**config.mk**
```make
export PLATFORM = sky130hd
export DESIGN_NAME = interrupt_and_time_base_unit
export DESIGN_NICKNAME = d
export VERILOG_FILES = /design/src/hw/irq_tb_pkg.sv /design/src/hw/interrupt_and_time_base_unit.sv
export VERILOG_INCLUDE_DIRS = /design/src /design/src/hw
export SDC_FILE = /design/constraint.sdc
export NUM_CORES = 1
export LEC_CHECK = 0
export BUFFER_PORTS_ARGS = -buffer_cell sky130_fd_sc_hd__buf_2
export CAP_MARGIN = 40
export CORE_ASPECT_RATIO = 1.25
export CORE_MARGIN = 2
export CORE_UTILIZATION = 50
export CTS_BUF_LIST = sky130_fd_sc_hd__clkbuf_4 sky130_fd_sc_hd__clkbuf_8
export DETAILED_ROUTE_END_ITERATION = 12
export PLACE_DENSITY = 0.69
export SYNTH_ARGS = -nofsm -noshare
export SYNTH_HDL_FRONTEND = slang
export SYNTH_SLANG_ARGS = --single-unit
```
**constraint.sdc**
```tcl
create_clock -name clk_i -period 2.8 [get_ports clk_i]
set_input_delay 0.56 -clock clk_i [delete_from_list [all_inputs] [get_ports clk_i]]
set_output_delay 0.56 -clock clk_i [all_outputs]
set_load 0.01 [all_outputs]
```
**src/hw/irq_tb_defs.svh**
```systemverilog
// constants of the interrupt and time base unit: register map, fields, resets
// assumes an 8-bit register port with a 5-bit word address
`ifndef IRQ_TB_DEFS_SVH
`define IRQ_TB_DEFS_SVH
`define ITB_AW 5
`define ITB_DW 8
`define ITB_OFS_CTRL 5'h00
`define ITB_OFS_EDGE 5'h01
`define ITB_OFS_FLAGS0 5'h02
`define ITB_OFS_EN0 5'h03
`define ITB_OFS_FLAGS1 5'h04
`define ITB_OFS_EN1 5'h05
`define ITB_OFS_PSC0 5'h06
`define ITB_OFS_PSC1 5'h07
`define ITB_OFS_TB0 5'h08
`define ITB_OFS_TB1 5'h09
`define ITB_OFS_MF0 5'h0a
`define ITB_OFS_STATUS 5'h0f
`define ITB_OFS_MASK 5'h10
`define ITB_NMF 5
`define ITB_NSRC 14
`define ITB_SRC_EXT0 4'h0
`define ITB_SRC_MF0 4'h9
`define ITB_SRC_CMP0 4'h4
`define ITB_SRC_CONV 4'h6
`define ITB_SRC_TB0 4'h7
`define ITB_PSC_SUB_BIT 1
`define ITB_F0_W 7
`define ITB_F1_W 7
`define ITB_TB_ON_BIT 7
`define ITB_TB_SEL_W 3
`define ITB_PSC_W 2
`define ITB_TB_CNT_W 15
`define ITB_TB_BASE_EXP 8
`define ITB_PSC_SYS 2'h0
`define ITB_PSC_DIV4 2'h1
`define ITB_DIV4_LAST 2'h3
`define ITB_RST_BYTE 8'h00
`define ITB_RST_PSC 2'h0
`define ITB_RST_SEL 3'h0
`define ITB_RST_CNT 15'h0000
`endif

```
**src/hw/irq_tb_pkg.sv**
```systemverilog
// types shared by the interrupt and time base unit and its users
// assumes the constants header is compiled alongside
package irq_tb_pkg;
	typedef enum logic [1:0] {
		EDGE_OFF = 2'b00,
		EDGE_RISE = 2'b01,
		EDGE_FALL = 2'b10,
		EDGE_BOTH = 2'b11
	} edge_mode_type;

	typedef struct packed {
		logic req;
		logic [3:0] index;
	} vector_req_type;

	typedef struct packed {
		logic [4:0] addr;
		logic [7:0] wdata;
		logic wr;
		logic rd;
	} reg_req_type;
endpackage

```
**src/hw/interrupt_and_time_base_unit.sv**
```systemverilog
// interrupt request logic with two time-base generators
// assumes synchronous pins and events, a sub clock given as a one-cycle tick,
// and a sequencer that acks the presented vector in the cycle it sees it
//
// The plain strobed port and the placing of the registers were decided locally.
`timescale 1ns/10ps
`default_nettype none
`include "irq_tb_defs.svh"

module interrupt_and_time_base_unit (
	input wire logic clk_i, // 125 MHz system clock
	input wire logic reset_n_i, // synchronous, active low
	input wire irq_tb_pkg::reg_req_type reg_i, // register port request
	output logic [`ITB_DW-1:0] rdata_o, // read data, cycle after read
	input wire logic [3:0] ext_irq_pins_i, // external interrupt pins
	input wire logic [3:0] pull_high_sel_i, // pull-high selection
	output logic [3:0] pull_high_o, // pull-high drive enables
	input wire logic [1:0] comparator_out_i, // comparator outputs
	input wire logic conversion_done_i, // conversion finished pulse
	input wire logic sub_clock_tick_i, // one pulse per sub clock period
	input wire logic [`ITB_NMF*4-1:0] mf_src_evt_i, // grouped source events
	input wire logic stack_full_i, // sequencer stack full
	input wire logic ack_i, // sequencer takes presented vector
	output irq_tb_pkg::vector_req_type vec_o, // vector request to sequencer
	output logic irq_o // unmasked status interrupt
);
	localparam int NMF = `ITB_NMF;
	localparam int NSRC = `ITB_NSRC;

	function automatic logic edge_hit(input logic [1:0] mode, input logic cur, input logic prev);
		edge_hit = ((mode == irq_tb_pkg::EDGE_RISE) && cur && !prev)
			|| ((mode == irq_tb_pkg::EDGE_FALL) && !cur && prev)
			|| ((mode == irq_tb_pkg::EDGE_BOTH) && (cur != prev));
	endfunction

	function automatic logic [`ITB_TB_CNT_W-1:0] period_last(input logic [`ITB_TB_SEL_W-1:0] sel);
		logic [`ITB_TB_CNT_W:0] one;
		one = {{`ITB_TB_CNT_W{1'b0}}, 1'b1};
		period_last = `ITB_TB_CNT_W'((one << (`ITB_TB_BASE_EXP + 32'(sel))) - 1'b1);
	endfunction

	function automatic logic [3:0] prio(input logic [NSRC-1:0] p);
		prio = 4'h0;
		for (int i = NSRC - 1; i >= 0; i--) begin
			if (p[i]) begin
				prio = 4'(i);
			end
		end
	endfunction

	logic [3:0] pin_prev_r;
	logic [1:0] cmp_prev_r;
	logic gie_r;
	logic [`ITB_DW-1:0] edge_r;
	logic [`ITB_F0_W-1:0] flags0_r;
	logic [`ITB_F0_W-1:0] en0_r;
	logic [`ITB_F1_W-1:0] flags1_r;
	logic [`ITB_F1_W-1:0] en1_r;
	logic [`ITB_PSC_W-1:0] psc_r [2];
	logic tb_on_r [2];
	logic [`ITB_TB_SEL_W-1:0] tb_sel_r [2];
	logic [`ITB_TB_CNT_W-1:0] tb_cnt_r [2];
	logic [1:0] div4_r;
	logic [`ITB_DW-1:0] mf_r [NMF];
	logic [NMF-1:0] mf_qual_prev_r;
	logic [`ITB_DW-1:0] status_r;
	logic [`ITB_DW-1:0] mask_r;
	logic [`ITB_DW-1:0] rdata_r;

	// address decode
	wire wr_ctrl = reg_i.wr && (reg_i.addr == `ITB_OFS_CTRL);
	wire wr_edge = reg_i.wr && (reg_i.addr == `ITB_OFS_EDGE);
	wire wr_f0 = reg_i.wr && (reg_i.addr == `ITB_OFS_FLAGS0);
	wire wr_en0 = reg_i.wr && (reg_i.addr == `ITB_OFS_EN0);
	wire wr_f1 = reg_i.wr && (reg_i.addr == `ITB_OFS_FLAGS1);
	wire wr_en1 = reg_i.wr && (reg_i.addr == `ITB_OFS_EN1);
	wire wr_status = reg_i.wr && (reg_i.addr == `ITB_OFS_STATUS);
	wire wr_mask = reg_i.wr && (reg_i.addr == `ITB_OFS_MASK);
	wire [1:0] wr_psc = {reg_i.wr && (reg_i.addr == `ITB_OFS_PSC1), reg_i.wr && (reg_i.addr == `ITB_OFS_PSC0)};
	wire [1:0] wr_tb = {reg_i.wr && (reg_i.addr == `ITB_OFS_TB1), reg_i.wr && (reg_i.addr == `ITB_OFS_TB0)};
	wire [NMF-1:0] wr_mf;
	wire [`ITB_DW-1:0] mf_rd;

	// events
	wire [3:0] ext_hit;
	wire [1:0] cmp_chg = comparator_out_i ^ cmp_prev_r;
	wire [1:0] tb_tick;
	wire [1:0] tb_ovf;
	wire [`ITB_TB_CNT_W-1:0] tb_last [2];
	wire [`ITB_TB_CNT_W-1:0] tb_cnt_nxt [2];
	wire [NMF-1:0] mf_qual;
	wire [NMF-1:0] mf_rise = mf_qual & ~mf_qual_prev_r;

	genvar g;
	generate
		for (g = 0; g < 4; g++) begin : gen_ext
			assign ext_hit[g] = edge_hit(edge_r[2*g +: 2], ext_irq_pins_i[g], pin_prev_r[g]);
		end
		for (g = 0; g < 2; g++) begin : gen_tb
			// 1x selects the sub clock whatever the low bit holds
			assign tb_tick[g] = (psc_r[g] == `ITB_PSC_SYS) ? 1'b1 :
				(psc_r[g] == `ITB_PSC_DIV4) ? (div4_r == `ITB_DIV4_LAST) : sub_clock_tick_i;
			assign tb_last[g] = period_last(tb_sel_r[g]);
			// masking keeps a mid-count period change from running past the new end
			assign tb_ovf[g] = tb_on_r[g] && tb_tick[g] && ((tb_cnt_r[g] & tb_last[g]) == tb_last[g]);
			assign tb_cnt_nxt[g] = !tb_on_r[g] ? `ITB_RST_CNT :
				tb_tick[g] ? ((tb_cnt_r[g] + 1'b1) & tb_last[g]) : tb_cnt_r[g];
		end
		for (g = 0; g < NMF; g++) begin : gen_mf
			assign wr_mf[g] = reg_i.wr && (reg_i.addr == (`ITB_OFS_MF0 + 5'(g)));
			assign mf_qual[g] = |(mf_r[g][7:4] & mf_r[g][3:0]);
		end
	endgenerate

	assign mf_rd = (reg_i.addr >= `ITB_OFS_MF0 && reg_i.addr < `ITB_OFS_MF0 + 5'(NMF)) ?
		mf_r[3'(reg_i.addr - `ITB_OFS_MF0)] : `ITB_RST_BYTE;

	// request selection
	wire [NSRC-1:0] pending = {flags1_r & en1_r, flags0_r & en0_r};
	wire eligible = gie_r && !stack_full_i;
	wire [3:0] win_idx = prio(pending);
	assign vec_o.req = eligible && (|pending);
	assign vec_o.index = win_idx;
	wire taken = ack_i && vec_o.req;
	wire [NSRC-1:0] svc = taken ? (NSRC'(1) << win_idx) : '0;

	wire [`ITB_F0_W-1:0] hw_set0 = {conversion_done_i, cmp_chg, ext_hit};
	wire [`ITB_F1_W-1:0] hw_set1 = {mf_rise, tb_ovf};
	// hardware set wins over both software clear and service clear
	wire [`ITB_F0_W-1:0] flags0_nxt = ((wr_f0 ? reg_i.wdata[`ITB_F0_W-1:0] : flags0_r)
		& ~svc[`ITB_F0_W-1:0]) | hw_set0;
	wire [`ITB_F1_W-1:0] flags1_nxt = ((wr_f1 ? reg_i.wdata[`ITB_F1_W-1:0] : flags1_r)
		& ~svc[NSRC-1:`ITB_F0_W]) | hw_set1;
	// a software write of the enable in the ack cycle overrides the auto clear
	wire gie_nxt = wr_ctrl ? reg_i.wdata[0] : (taken ? 1'b0 : gie_r);

	wire [`ITB_DW-1:0] status_evt = {1'b0, taken, |mf_rise, tb_ovf, conversion_done_i, |cmp_chg, |ext_hit};
	wire [`ITB_DW-1:0] status_nxt = (status_r & ~(wr_status ? reg_i.wdata : `ITB_RST_BYTE)) | status_evt;

	wire [`ITB_DW-1:0] rd_val =
		(reg_i.addr == `ITB_OFS_CTRL) ? {7'h00, gie_r} :
		(reg_i.addr == `ITB_OFS_EDGE) ? edge_r :
		(reg_i.addr == `ITB_OFS_FLAGS0) ? {1'b0, flags0_r} :
		(reg_i.addr == `ITB_OFS_EN0) ? {1'b0, en0_r} :
		(reg_i.addr == `ITB_OFS_FLAGS1) ? {1'b0, flags1_r} :
		(reg_i.addr == `ITB_OFS_EN1) ? {1'b0, en1_r} :
		(reg_i.addr == `ITB_OFS_PSC0) ? {6'h00, psc_r[0]} :
		(reg_i.addr == `ITB_OFS_PSC1) ? {6'h00, psc_r[1]} :
		(reg_i.addr == `ITB_OFS_TB0) ? {tb_on_r[0], 4'h0, tb_sel_r[0]} :
		(reg_i.addr == `ITB_OFS_TB1) ? {tb_on_r[1], 4'h0, tb_sel_r[1]} :
		(reg_i.addr == `ITB_OFS_STATUS) ? status_r :
		(reg_i.addr == `ITB_OFS_MASK) ? mask_r : mf_rd;

	// pull-high stays whatever software selected, interrupt use or not
	assign pull_high_o = pull_high_sel_i;
	assign irq_o = |(status_r & mask_r);
	assign rdata_o = rdata_r;

	always_ff @(posedge clk_i) begin
		if (!reset_n_i) begin
			pin_prev_r <= 4'h0;
			cmp_prev_r <= 2'h0;
			gie_r <= 1'b0;
			edge_r <= `ITB_RST_BYTE;
			flags0_r <= '0;
			en0_r <= '0;
			flags1_r <= '0;
			en1_r <= '0;
			status_r <= `ITB_RST_BYTE;
			mask_r <= `ITB_RST_BYTE;
			rdata_r <= `ITB_RST_BYTE;
			div4_r <= 2'h0;
			mf_qual_prev_r <= '0;
		end else begin
			pin_prev_r <= ext_irq_pins_i;
			cmp_prev_r <= comparator_out_i;
			gie_r <= gie_nxt;
			edge_r <= wr_edge ? reg_i.wdata : edge_r;
			flags0_r <= flags0_nxt;
			en0_r <= wr_en0 ? reg_i.wdata[`ITB_F0_W-1:0] : en0_r;
			flags1_r <= flags1_nxt;
			en1_r <= wr_en1 ? reg_i.wdata[`ITB_F1_W-1:0] : en1_r;
			status_r <= status_nxt;
			mask_r <= wr_mask ? reg_i.wdata : mask_r;
			rdata_r <= reg_i.rd ? rd_val : `ITB_RST_BYTE;
			div4_r <= div4_r + 2'h1;
			mf_qual_prev_r <= mf_qual;
		end
	end

	always_ff @(posedge clk_i) begin
		for (int k = 0; k < 2; k++) begin
			if (!reset_n_i) begin
				psc_r[k] <= `ITB_RST_PSC;
				tb_on_r[k] <= 1'b0;
				tb_sel_r[k] <= `ITB_RST_SEL;
				tb_cnt_r[k] <= `ITB_RST_CNT;
			end else begin
				psc_r[k] <= wr_psc[k] ? reg_i.wdata[`ITB_PSC_W-1:0] : psc_r[k];
				tb_on_r[k] <= wr_tb[k] ? reg_i.wdata[`ITB_TB_ON_BIT] : tb_on_r[k];
				tb_sel_r[k] <= wr_tb[k] ? reg_i.wdata[`ITB_TB_SEL_W-1:0] : tb_sel_r[k];
				tb_cnt_r[k] <= tb_cnt_nxt[k];
			end
		end
	end

	// grouped source flags: set by events, cleared only by software
	always_ff @(posedge clk_i) begin
		for (int m = 0; m < NMF; m++) begin
			if (!reset_n_i) begin
				mf_r[m] <= `ITB_RST_BYTE;
			end else begin
				mf_r[m][7:4] <= (wr_mf[m] ? reg_i.wdata[7:4] : mf_r[m][7:4]) | mf_src_evt_i[4*m +: 4];
				mf_r[m][3:0] <= wr_mf[m] ? reg_i.wdata[3:0] : mf_r[m][3:0];
			end
		end
	end

	a_ext_edge_flag: assert property (@(posedge clk_i) disable iff (!reset_n_i)
		ext_hit[0] |=> flags0_r[0])
		else $error("edge did not set pin flag");
	a_vector_gating: assert property (@(posedge clk_i) disable iff (!reset_n_i)
		vec_o.req |-> gie_r && !stack_full_i && (|pending))
		else $error("vector without enables");
	a_service_gie: assert property (@(posedge clk_i) disable iff (!reset_n_i)
		taken && !wr_ctrl |=> !gie_r && !vec_o.req)
		else $error("service left global enable set");
	a_ext_flag_clear: assert property (@(posedge clk_i) disable iff (!reset_n_i)
		taken && win_idx == `ITB_SRC_EXT0 && !ext_hit[0] && !wr_f0 |=> !flags0_r[0])
		else $error("pin flag not cleared by service");
	a_edge_off_quiet: assert property (@(posedge clk_i) disable iff (!reset_n_i)
		edge_r[1:0] == irq_tb_pkg::EDGE_OFF |-> !ext_hit[0])
		else $error("disabled pin triggered");
	a_pullup_kept: assert property (@(posedge clk_i) disable iff (!reset_n_i)
		pull_high_o == pull_high_sel_i)
		else $error("pull-high altered");
	a_cmp_change: assert property (@(posedge clk_i) disable iff (!reset_n_i)
		$changed(comparator_out_i[1]) |-> ##1 flags0_r[5])
		else $error("comparator change lost");
	a_mf_src_kept: assert property (@(posedge clk_i) disable iff (!reset_n_i)
		taken && win_idx == `ITB_SRC_MF0 && mf_r[0][4] && !wr_mf[0] |=> mf_r[0][4])
		else $error("grouped flag cleared by service");
	a_tb_spacing: assert property (@(posedge clk_i) disable iff (!reset_n_i)
		tb_ovf[0] |=> !tb_ovf[0] [*8])
		else $error("tick overflow too soon");
	a_tb_off_idle: assert property (@(posedge clk_i) disable iff (!reset_n_i)
		!tb_on_r[1] |=> tb_cnt_r[1] == `ITB_RST_CNT && !tb_ovf[1])
		else $error("generator ran while off");
	a_rsvd_zero: assert property (@(posedge clk_i) disable iff (!reset_n_i)
		reg_i.rd && reg_i.addr == `ITB_OFS_TB0 |=> rdata_o[6:3] == 4'h0)
		else $error("reserved bits set");
	a_fixed_prio: assert property (@(posedge clk_i) disable iff (!reset_n_i)
		vec_o.req && pending[0] |-> vec_o.index == 4'h0)
		else $error("priority order broken");

	// per-pin edge checks; pin 0 alone would miss a swapped mode field
	generate
		for (g = 0; g < 4; g++) begin : gen_pin_chk
			a_pin_flag_set: assert property (@(posedge clk_i) disable iff (!reset_n_i)
				ext_hit[g] |=> flags0_r[g])
				else $error("pin edge lost");
			a_pin_off_quiet: assert property (@(posedge clk_i) disable iff (!reset_n_i)
				edge_r[2*g +: 2] == irq_tb_pkg::EDGE_OFF |-> !ext_hit[g])
				else $error("pin off but triggered");
			a_pin_rise_seen: assert property (@(posedge clk_i) disable iff (!reset_n_i)
				edge_r[2*g +: 2] == irq_tb_pkg::EDGE_RISE && ext_irq_pins_i[g] && !pin_prev_r[g] |-> ext_hit[g])
				else $error("rising edge missed");
			a_pin_fall_seen: assert property (@(posedge clk_i) disable iff (!reset_n_i)
				edge_r[2*g +: 2] == irq_tb_pkg::EDGE_FALL && !ext_irq_pins_i[g] && pin_prev_r[g] |-> ext_hit[g])
				else $error("falling edge missed");
			a_pin_both_seen: assert property (@(posedge clk_i) disable iff (!reset_n_i)
				edge_r[2*g +: 2] == irq_tb_pkg::EDGE_BOTH && ext_irq_pins_i[g] != pin_prev_r[g] |-> ext_hit[g])
				else $error("pin change missed");
		end
	endgenerate

	// flag set and service clear per source kind; a same-cycle event is excluded since set wins
	a_cmp_flag_set: assert property (@(posedge clk_i) disable iff (!reset_n_i)
		cmp_chg[0] |=> flags0_r[4])
		else $error("comparator 0 change lost");
	a_cmp1_flag_set: assert property (@(posedge clk_i) disable iff (!reset_n_i)
		cmp_chg[1] |=> flags0_r[5])
		else $error("comparator 1 change lost");
	a_cmp_flag_clear: assert property (@(posedge clk_i) disable iff (!reset_n_i)
		taken && win_idx == `ITB_SRC_CMP0 && !cmp_chg[0] && !wr_f0 |=> !flags0_r[4])
		else $error("comparator flag not cleared");
	a_conv_flag_set: assert property (@(posedge clk_i) disable iff (!reset_n_i)
		conversion_done_i |=> flags0_r[6])
		else $error("conversion done lost");
	a_conv_flag_clear: assert property (@(posedge clk_i) disable iff (!reset_n_i)
		taken && win_idx == `ITB_SRC_CONV && !conversion_done_i && !wr_f0 |=> !flags0_r[6])
		else $error("conversion flag not cleared");
	a_tick_flag_set: assert property (@(posedge clk_i) disable iff (!reset_n_i)
		tb_ovf[0] |=> flags1_r[0])
		else $error("tick 0 overflow lost");
	a_tick1_flag_set: assert property (@(posedge clk_i) disable iff (!reset_n_i)
		tb_ovf[1] |=> flags1_r[1])
		else $error("tick 1 overflow lost");
	a_tick_flag_clear: assert property (@(posedge clk_i) disable iff (!reset_n_i)
		taken && win_idx == `ITB_SRC_TB0 && !tb_ovf[0] && !wr_f1 |=> !flags1_r[0])
		else $error("tick flag not cleared");
	a_mf_flag_set: assert property (@(posedge clk_i) disable iff (!reset_n_i)
		mf_rise[0] |=> flags1_r[2])
		else $error("aggregate flag not set");
	a_mf_flag_clear: assert property (@(posedge clk_i) disable iff (!reset_n_i)
		taken && win_idx == `ITB_SRC_MF0 && !mf_rise[0] && !wr_f1 |=> !flags1_r[2])
		else $error("aggregate flag not cleared");
	a_mf_src_set: assert property (@(posedge clk_i) disable iff (!reset_n_i)
		mf_src_evt_i[0] |=> mf_r[0][4])
		else $error("grouped source event lost");
	a_mf_needs_enable: assert property (@(posedge clk_i) disable iff (!reset_n_i)
		!(|mf_r[0][3:0]) |-> !mf_rise[0])
		else $error("aggregate rose with no source enable");

	a_full_blocks: assert property (@(posedge clk_i) disable iff (!reset_n_i)
		stack_full_i |-> !vec_o.req)
		else $error("vector with full stack");
	a_gie_blocks: assert property (@(posedge clk_i) disable iff (!reset_n_i)
		!gie_r |-> !vec_o.req)
		else $error("vector with global enable off");
	a_pin_vec_enabled: assert property (@(posedge clk_i) disable iff (!reset_n_i)
		vec_o.req && vec_o.index == `ITB_SRC_EXT0 |-> en0_r[0] && flags0_r[0])
		else $error("pin vector without flag and enable");

	// counter stepping is checked only inside the period, so a shortened period may wrap early
	a_sys_tick_count: assert property (@(posedge clk_i) disable iff (!reset_n_i)
		tb_on_r[0] && psc_r[0] == `ITB_PSC_SYS && !wr_tb[0] && tb_cnt_r[0] < tb_last[0]
		|=> tb_cnt_r[0] == `ITB_TB_CNT_W'($past(tb_cnt_r[0]) + 1'b1))
		else $error("system clock tick not counted");
	a_sub_tick_hold: assert property (@(posedge clk_i) disable iff (!reset_n_i)
		tb_on_r[0] && psc_r[0][`ITB_PSC_SUB_BIT] && !sub_clock_tick_i && !wr_tb[0] |=> $stable(tb_cnt_r[0]))
		else $error("counted without sub clock tick");
	a_period_wrap: assert property (@(posedge clk_i) disable iff (!reset_n_i)
		tb_ovf[0] && !wr_tb[0] |=> tb_cnt_r[0] == `ITB_RST_CNT)
		else $error("counter did not wrap at overflow");
	a_psc_rsvd_zero: assert property (@(posedge clk_i) disable iff (!reset_n_i)
		reg_i.rd && reg_i.addr == `ITB_OFS_PSC0 |=> rdata_o[7:2] == 6'h00)
		else $error("prescaler reserved bits set");

	a_status_sticky: assert property (@(posedge clk_i) disable iff (!reset_n_i)
		status_r[3] && !(wr_status && reg_i.wdata[3]) |=> status_r[3])
		else $error("status bit lost without clear");
	a_rdata_idle: assert property (@(posedge clk_i) disable iff (!reset_n_i)
		!reg_i.rd |=> rdata_o == `ITB_RST_BYTE)
		else $error("read data outside read cycle");
	a_irq_masked: assert property (@(posedge clk_i) disable iff (!reset_n_i)
		mask_r == `ITB_RST_BYTE |-> !irq_o)
		else $error("interrupt with all masked");

	c_ext_service: cover property (@(posedge clk_i) disable iff (!reset_n_i)
		ext_hit[0] ##[1:20] (taken && win_idx == `ITB_SRC_EXT0));
	c_tb_overflow: cover property (@(posedge clk_i) disable iff (!reset_n_i) tb_ovf[0]);
	c_mf_service: cover property (@(posedge clk_i) disable iff (!reset_n_i)
		mf_rise[0] ##[1:20] (taken && win_idx == `ITB_SRC_MF0));
	c_cmp_service: cover property (@(posedge clk_i) disable iff (!reset_n_i)
		cmp_chg[0] ##[1:20] (taken && win_idx == `ITB_SRC_CMP0));
	c_stack_hold: cover property (@(posedge clk_i) disable iff (!reset_n_i)
		gie_r && (|pending) && stack_full_i);
endmodule
`default_nettype wire

```
; After elaboration in Yosys (flattened, before gate mapping)
; Memory sizes are Yosys's and may differ from the RTL's.
; Cells that the tools add are included.
[classes]
n_div = 0
n_addsub = 8
n_reduce_logical = 78
muxes = 77
n_lt_le_gt_ge = 2
n_bitwise = 49
multipliers = 0
eq_ne = 37
n_shift = 3
[op_table]
columns = op, count
row1 = $mux W4, 34
row2 = $mux W8, 13
row3 = $mux W15, 6
row4 = $and A15 B15 Y15, 4
row5 = $logic_and A1 B1 Y1, 45
row6 = $eq A5 B4 Y1 const B, 8
row7 = $add A15 B1 Y15 const B, 2
row8 = $eq A15 B15 Y1, 2
row9 = $shl A1 B5 Y15 const A, 2
row10 = $sub A15 B1 Y15 const B, 2
row11 = $and A7 B7 Y7, 4
row12 = $reduce_or A4 Y1, 6
row13 = $and A4 B4 Y4, 5
row14 = $eq A5 B3 Y1 const B, 4
row15 = $or A4 B4 Y4, 5
row16 = $eq A2 B2 Y1 const B, 9
row17 = $or A1 B1 Y1, 18
row18 = $and A8 B8 Y8, 2
row19 = $mux W14, 1
row20 = $mux W7, 2
row21 = $not A7 Y7, 2
row22 = $or A7 B7 Y7, 2
row23 = $reduce_or A14 Y1, 1
row24 = $shl A1 B4 Y14 const A, 1
row25 = 29 further kinds, 74
[word_totals]
out_inout_bits = 18
word_cells = 273
regBits = 74
mem_count = 5
ramBits = 82
latchBits = 0
rom_bits = 0
inputBits = 51
[mem_list]
columns = name, depth, word_bits, read_ports, rd_clocked_by_memory_dff, wr, line_no
row1 = mf_r, 5, 8, 6, 0, 5, interrupt_and_time_base_unit.sv:64  ; logic [`ITB_DW-1:0] mf_r [NMF];
row2 = tb_cnt_r, 2, 15, 2, 0, 2, interrupt_and_time_base_unit.sv:62  ; logic [`ITB_TB_CNT_W-1:0] tb_cnt_r [2];
row3 = tb_sel_r, 2, 3, 2, 0, 2, interrupt_and_time_base_unit.sv:61  ; logic [`ITB_TB_SEL_W-1:0] tb_sel_r [2];
row4 = psc_r, 2, 2, 2, 0, 2, interrupt_and_time_base_unit.sv:59  ; logic [`ITB_PSC_W-1:0] psc_r [2];
row5 = tb_on_r, 2, 1, 2, 0, 2, interrupt_and_time_base_unit.sv:60  ; logic tb_on_r [2];

; Longest topological paths before layout
[depth]
depth_word = 20
depth_mapped = 11

; Worst setup path after synthesis
; No wires, ideal clock.
[synth_path]
path_kind = input-to-reg
startpoint = input port reg_i[11] in the netlist's numbering
endpoint = register rdata_r[2] (netlist: rdata_o[2])
required_time_ps = 2720
arrival_ps = 2353
stages = 10
path_slack_ps = 367
path_cell_list = buf_6 inv_1 clkbuf_8 ha_1 o21a_1 a211oi_4 o21ai_1 a221oi_2 o221ai_1 a211oi_2
[synth_between]
elab_chain_len = 14
word_cells_on_any_way = 30
classes_between = add/sub (1) / order compare (2) / eq/ne (11) / mux (12) / reduce/logical (3) / memory (1)
[synth_lines]
columns = item, line_no
row1 = "start, declared", interrupt_and_time_base_unit.sv:13  ; input wire irq_tb_pkg::reg_req_type reg_i,
row2 = $sub A3 B2 Y3 (no source line) (tied with other cells), -
row3 = $mem_v2 Z5 W8 or $logic_and A1 B1 Y1 (tied branches), -
row4 = $mux W8 (no source line), -
row5 = $mux W8, interrupt_and_time_base_unit.sv:152  ; (reg_i.addr == `ITB_OFS_MASK) ? mask_r : mf_rd;
row6 = $mux W8, interrupt_and_time_base_unit.sv:151  ; (reg_i.addr == `ITB_OFS_STATUS) ? status_r :
row7 = $mux W8, interrupt_and_time_base_unit.sv:150  ; (reg_i.addr == `ITB_OFS_TB1) ? {tb_on_r[1], 4'h0, tb_sel_r[1]} :
row8 = $mux W8, interrupt_and_time_base_unit.sv:149  ; (reg_i.addr == `ITB_OFS_TB0) ? {tb_on_r[0], 4'h0, tb_sel_r[0]} :
row9 = $mux W8, interrupt_and_time_base_unit.sv:148  ; (reg_i.addr == `ITB_OFS_PSC1) ? {6'h00, psc_r[1]} :
row10 = $mux W8, interrupt_and_time_base_unit.sv:147  ; (reg_i.addr == `ITB_OFS_PSC0) ? {6'h00, psc_r[0]} :
row11 = $mux W8, interrupt_and_time_base_unit.sv:146  ; (reg_i.addr == `ITB_OFS_EN1) ? {1'b0, en1_r} :
row12 = $mux W8, interrupt_and_time_base_unit.sv:145  ; (reg_i.addr == `ITB_OFS_FLAGS1) ? {1'b0, flags1_r} :
row13 = $mux W8, interrupt_and_time_base_unit.sv:144  ; (reg_i.addr == `ITB_OFS_EN0) ? {1'b0, en0_r} :
row14 = $mux W8, interrupt_and_time_base_unit.sv:143  ; (reg_i.addr == `ITB_OFS_FLAGS0) ? {1'b0, flags0_r} :
row15 = $mux W8, interrupt_and_time_base_unit.sv:142  ; (reg_i.addr == `ITB_OFS_EDGE) ? edge_r :
row16 = "end signal, assigned", interrupt_and_time_base_unit.sv:171  ; rdata_r <= `ITB_RST_BYTE;
row17 = "end signal, assigned", interrupt_and_time_base_unit.sv:185  ; rdata_r <= reg_i.rd ? rd_val : `ITB_RST_BYTE;
row18 = "end, declared", interrupt_and_time_base_unit.sv:68  ; logic [`ITB_DW-1:0] rdata_r;
; Parallel ways exist; a longest one is shown, timed or not.
; A chain may end at the register's enable or synchronous reset.

==> flow_metrics.tcl <==
set metrics [dict create \
    status "finished clean" \
    routed_wl_mm 23.37 \
    arrival_ns 2.07 \
    port_buffers 60 \
    critPathBufInv 2 \
    diodes 0 \
    ir_drop_mv 0.3186 \
    yosys-top-cells-area "dfxtp_1, mux2i_1, nor2b_1" \
    initial_core_util 0.5048 \
    ys.flop_type "dfxtp_1" \
    grt_busiest_layer "met2" \
    synth.avg_cell_area_um2 9.326 \
    crit_required_ns 2.24 \
    fp.dieH_um 148.9 \
    layout-drive-gt1-share 0.1895 \
    nets 998 \
    cp-start-kind "flip-flop" \
    dr.pass1.iters 5 \
    routed_via_density 5.999 \
    worstRegToRegCells 7 \
    grt_use_met1 0.3497 \
    synth_area_leader_cell "dfxtp_1" \
    maxCapViolCount 0 \
    tns_ns 0 \
    ios 69 \
    ys_seq_area_frac 0.3728 \
    max-slew-margin-rel 0.5957 \
    synthArstFlopShare 0 \
    grt_max_degree 71 \
    htree_levels 4 \
    max_stage_delay_ns 0.38 \
    crit_type "flip-flop to output port" \
    crit_fanout 5 \
    die_area_um2 17870 \
    grt_pass1_wl_mm 37.29 \
    row_count 53 \
    path_cells "a22o_1, a31o_2, a221oi_4, o31ai_1, buf_4, buf_2" \
    fin_crit_ns 2.625 \
    holdPathStages 2 \
    seq_area_um2 3133 \
    grt_setup_unrepaired "no" \
    overflow 0 \
    grtUsageMet2 0.4332 \
    die_w_um 120.0 \
    hold_violations 0 \
    gr-usage-all-layers 0.2691 \
    skew_ns 0.01142 \
    cp.depth 6 \
    max-clock-path-buffers 2 \
    synth_top_area_share 0.3693 \
    path_clk_slew_ns 0.09 \
    cts_tree "done" \
    place_congestion 0.9970 \
    synthesis.nets 957 \
    synth_area_um2 8403 \
    p_leak_nw 3.567 \
    nFillCells 1546 \
    ys_ff_latch 156 \
    wl_per_cell_um 19.89 \
    power_density_nw_per_um2 496.0 \
    setup_ws_ns 0.1746 \
    clock_latency_ns 0.45 \
    ant_nets 0 \
    fin_util 0.5545 \
    synthToLayoutAreaGrowth_pct 9.827 \
    drv_slew 0 \
    grt_pass1_vias 6830 \
    drcViolationCount 0 \
    cts_setup_buffers 0 \
    max_freq_ghz 0.3809 \
    worst_setup_path_end_kind "output port" \
    ys_types 78 \
    clock-sinks 156 \
    tightestPinTransition_ns 0.6065 \
    synthCells 901 \
    cts_buffers 17 \
    crit_family "compound AO/OA/AOI/OAI gates" \
    drtIter0Drc 605 \
    multiInputGateArea_um2 4885 \
    place_ws_ns 0.2031 \
    slowest_stage "dfxtp_1" \
    fin_crit_sh 0.9377 \
    cts_hold_buf 0 \
    hpwl_mm 16.94 \
    synth_warnings 0 \
    cts-root-buf "clkbuf_8" \
    setup_violations 0 \
    antenna_found_initial 0 \
    grt_use_met3 0.04243 \
    coreArea_um2 16640 \
    vias 7049 \
    worstHoldPathType "input port to flip-flop" \
    synth_edf_count 1 \
]
## logic make-up (layout without fill, tap and decap cells)
kind of cell / count (synthesis) / in the layout / share of synthesized area
compound gates: 219 / 219 / 0.1854
xor+xnor: 26 / 26 / 0.02710
fa+ha+maj: 5 / 5 / 0.007445
buf+inv: 71 / 125 / 0.04720
flops: 156 / 156 / 0.3728
mux: 110 / 110 / 0.1476
simple gates: 314 / 314 / 0.2125
## per-layer routing
layer  routed length [um]  share of wire
met5                    0              0
met3                 1311          0.056
met1                10040           0.43
met4                 1049          0.045
met2                10970           0.47
## cell usage in the layout (no fill, tap or decap), types with 18 or more instances in the layout
cell and n:
nand2_1 74, mux2_2 31, clkbuf_8 18, nor2b_1 68
buf_2 59, o21ai_0 30, nand3_1 28, mux2i_1 71
a22oi_1 19, buf_4 22, o21a_1 33, nor2_1 41
dfxtp_1 155, a21oi_1 36
## synthesized netlist by cell type (13+ instances only)
master / number
a211oi_1: 13
nand3_1: 28
mux2_2: 31
nor3_1: 13
o21ai_0: 30
a21boi_0: 16
a21oi_1: 36
clkbuf_1: 34
dfxtp_1: 155
mux2i_1: 71
xor2_1: 16
o21a_1: 33
nor2b_1: 68
nand2_1: 74
a22oi_1: 19
nor2_1: 41
## area by class of cell
class,instances,share of cell area
Inverter,12,0.004881
Clock inverter,14,0.01979
Sequential cell,156,0.3395
Clock buffer,18,0.02684
Timing Repair Buffer,81,0.04989
Multi-Input combinational cell,674,0.5293
Tap cell,220,0.02983
## sequential cells by signal (all words and copies together), names as in the netlist
signal,cells
gie_r,1
div4_r,2
edge_r,8
mf_r,40
psc_r,4
pin_prev_r,4
tb_sel_r,6
tb_on_r,2
mf_qual_prev_r,5
flags1_r,7
cmp_prev_r,2
en1_r,7
tb_cnt_r,30
rdata_o,8
status_r,8
en0_r,7
mask_r,8
flags0_r,7
## per-stage QoR
stage / area, um^2 / instances / power (mW) / hold WS [ns]
2_1_floorplan: 8403 / 901 / 2.655 / 0.3984
3_3_place_gp: 8787 / 1143 / 2.780 / 0.4103
3_5_place_dp: 8787 / 1143 / 2.786 / 0.4138
4_1_cts: 9218 / 1175 / 4.598 / 0.2794
5_1_grt: 9229 / 1175 / 4.736 / 0.2911
6_report: 9229 / 1175 / 4.577 / 0.3016
## path summary, 6_finish.rpt
path / slack, ns / startpoint / endpoint
worst max-delay path: 0.17 / en1_r[2] / vec_o[0]
worst min-delay path: 0.30 / mf_src_evt_i[15] / mf_r[3][7]
worst max register to register: 0.76 / div4_r[0] / flags1_r[1]
worst min register to register: 0.44 / div4_r[0] / div4_r[0]
## what timing repair did
action | CTS | global route
setup endpoints to repair | 0 | 1
endpoints found under the hold margin | 0 | 0
resized for setup | 0 | 1
## power by group
part,total [mW],switching [mW],internal (mW)
sequential,2.32,0.0509,2.27
combinational,0.420,0.243,0.177
clock,1.84,0.912,0.925
(Power assumes the default switching activity.)
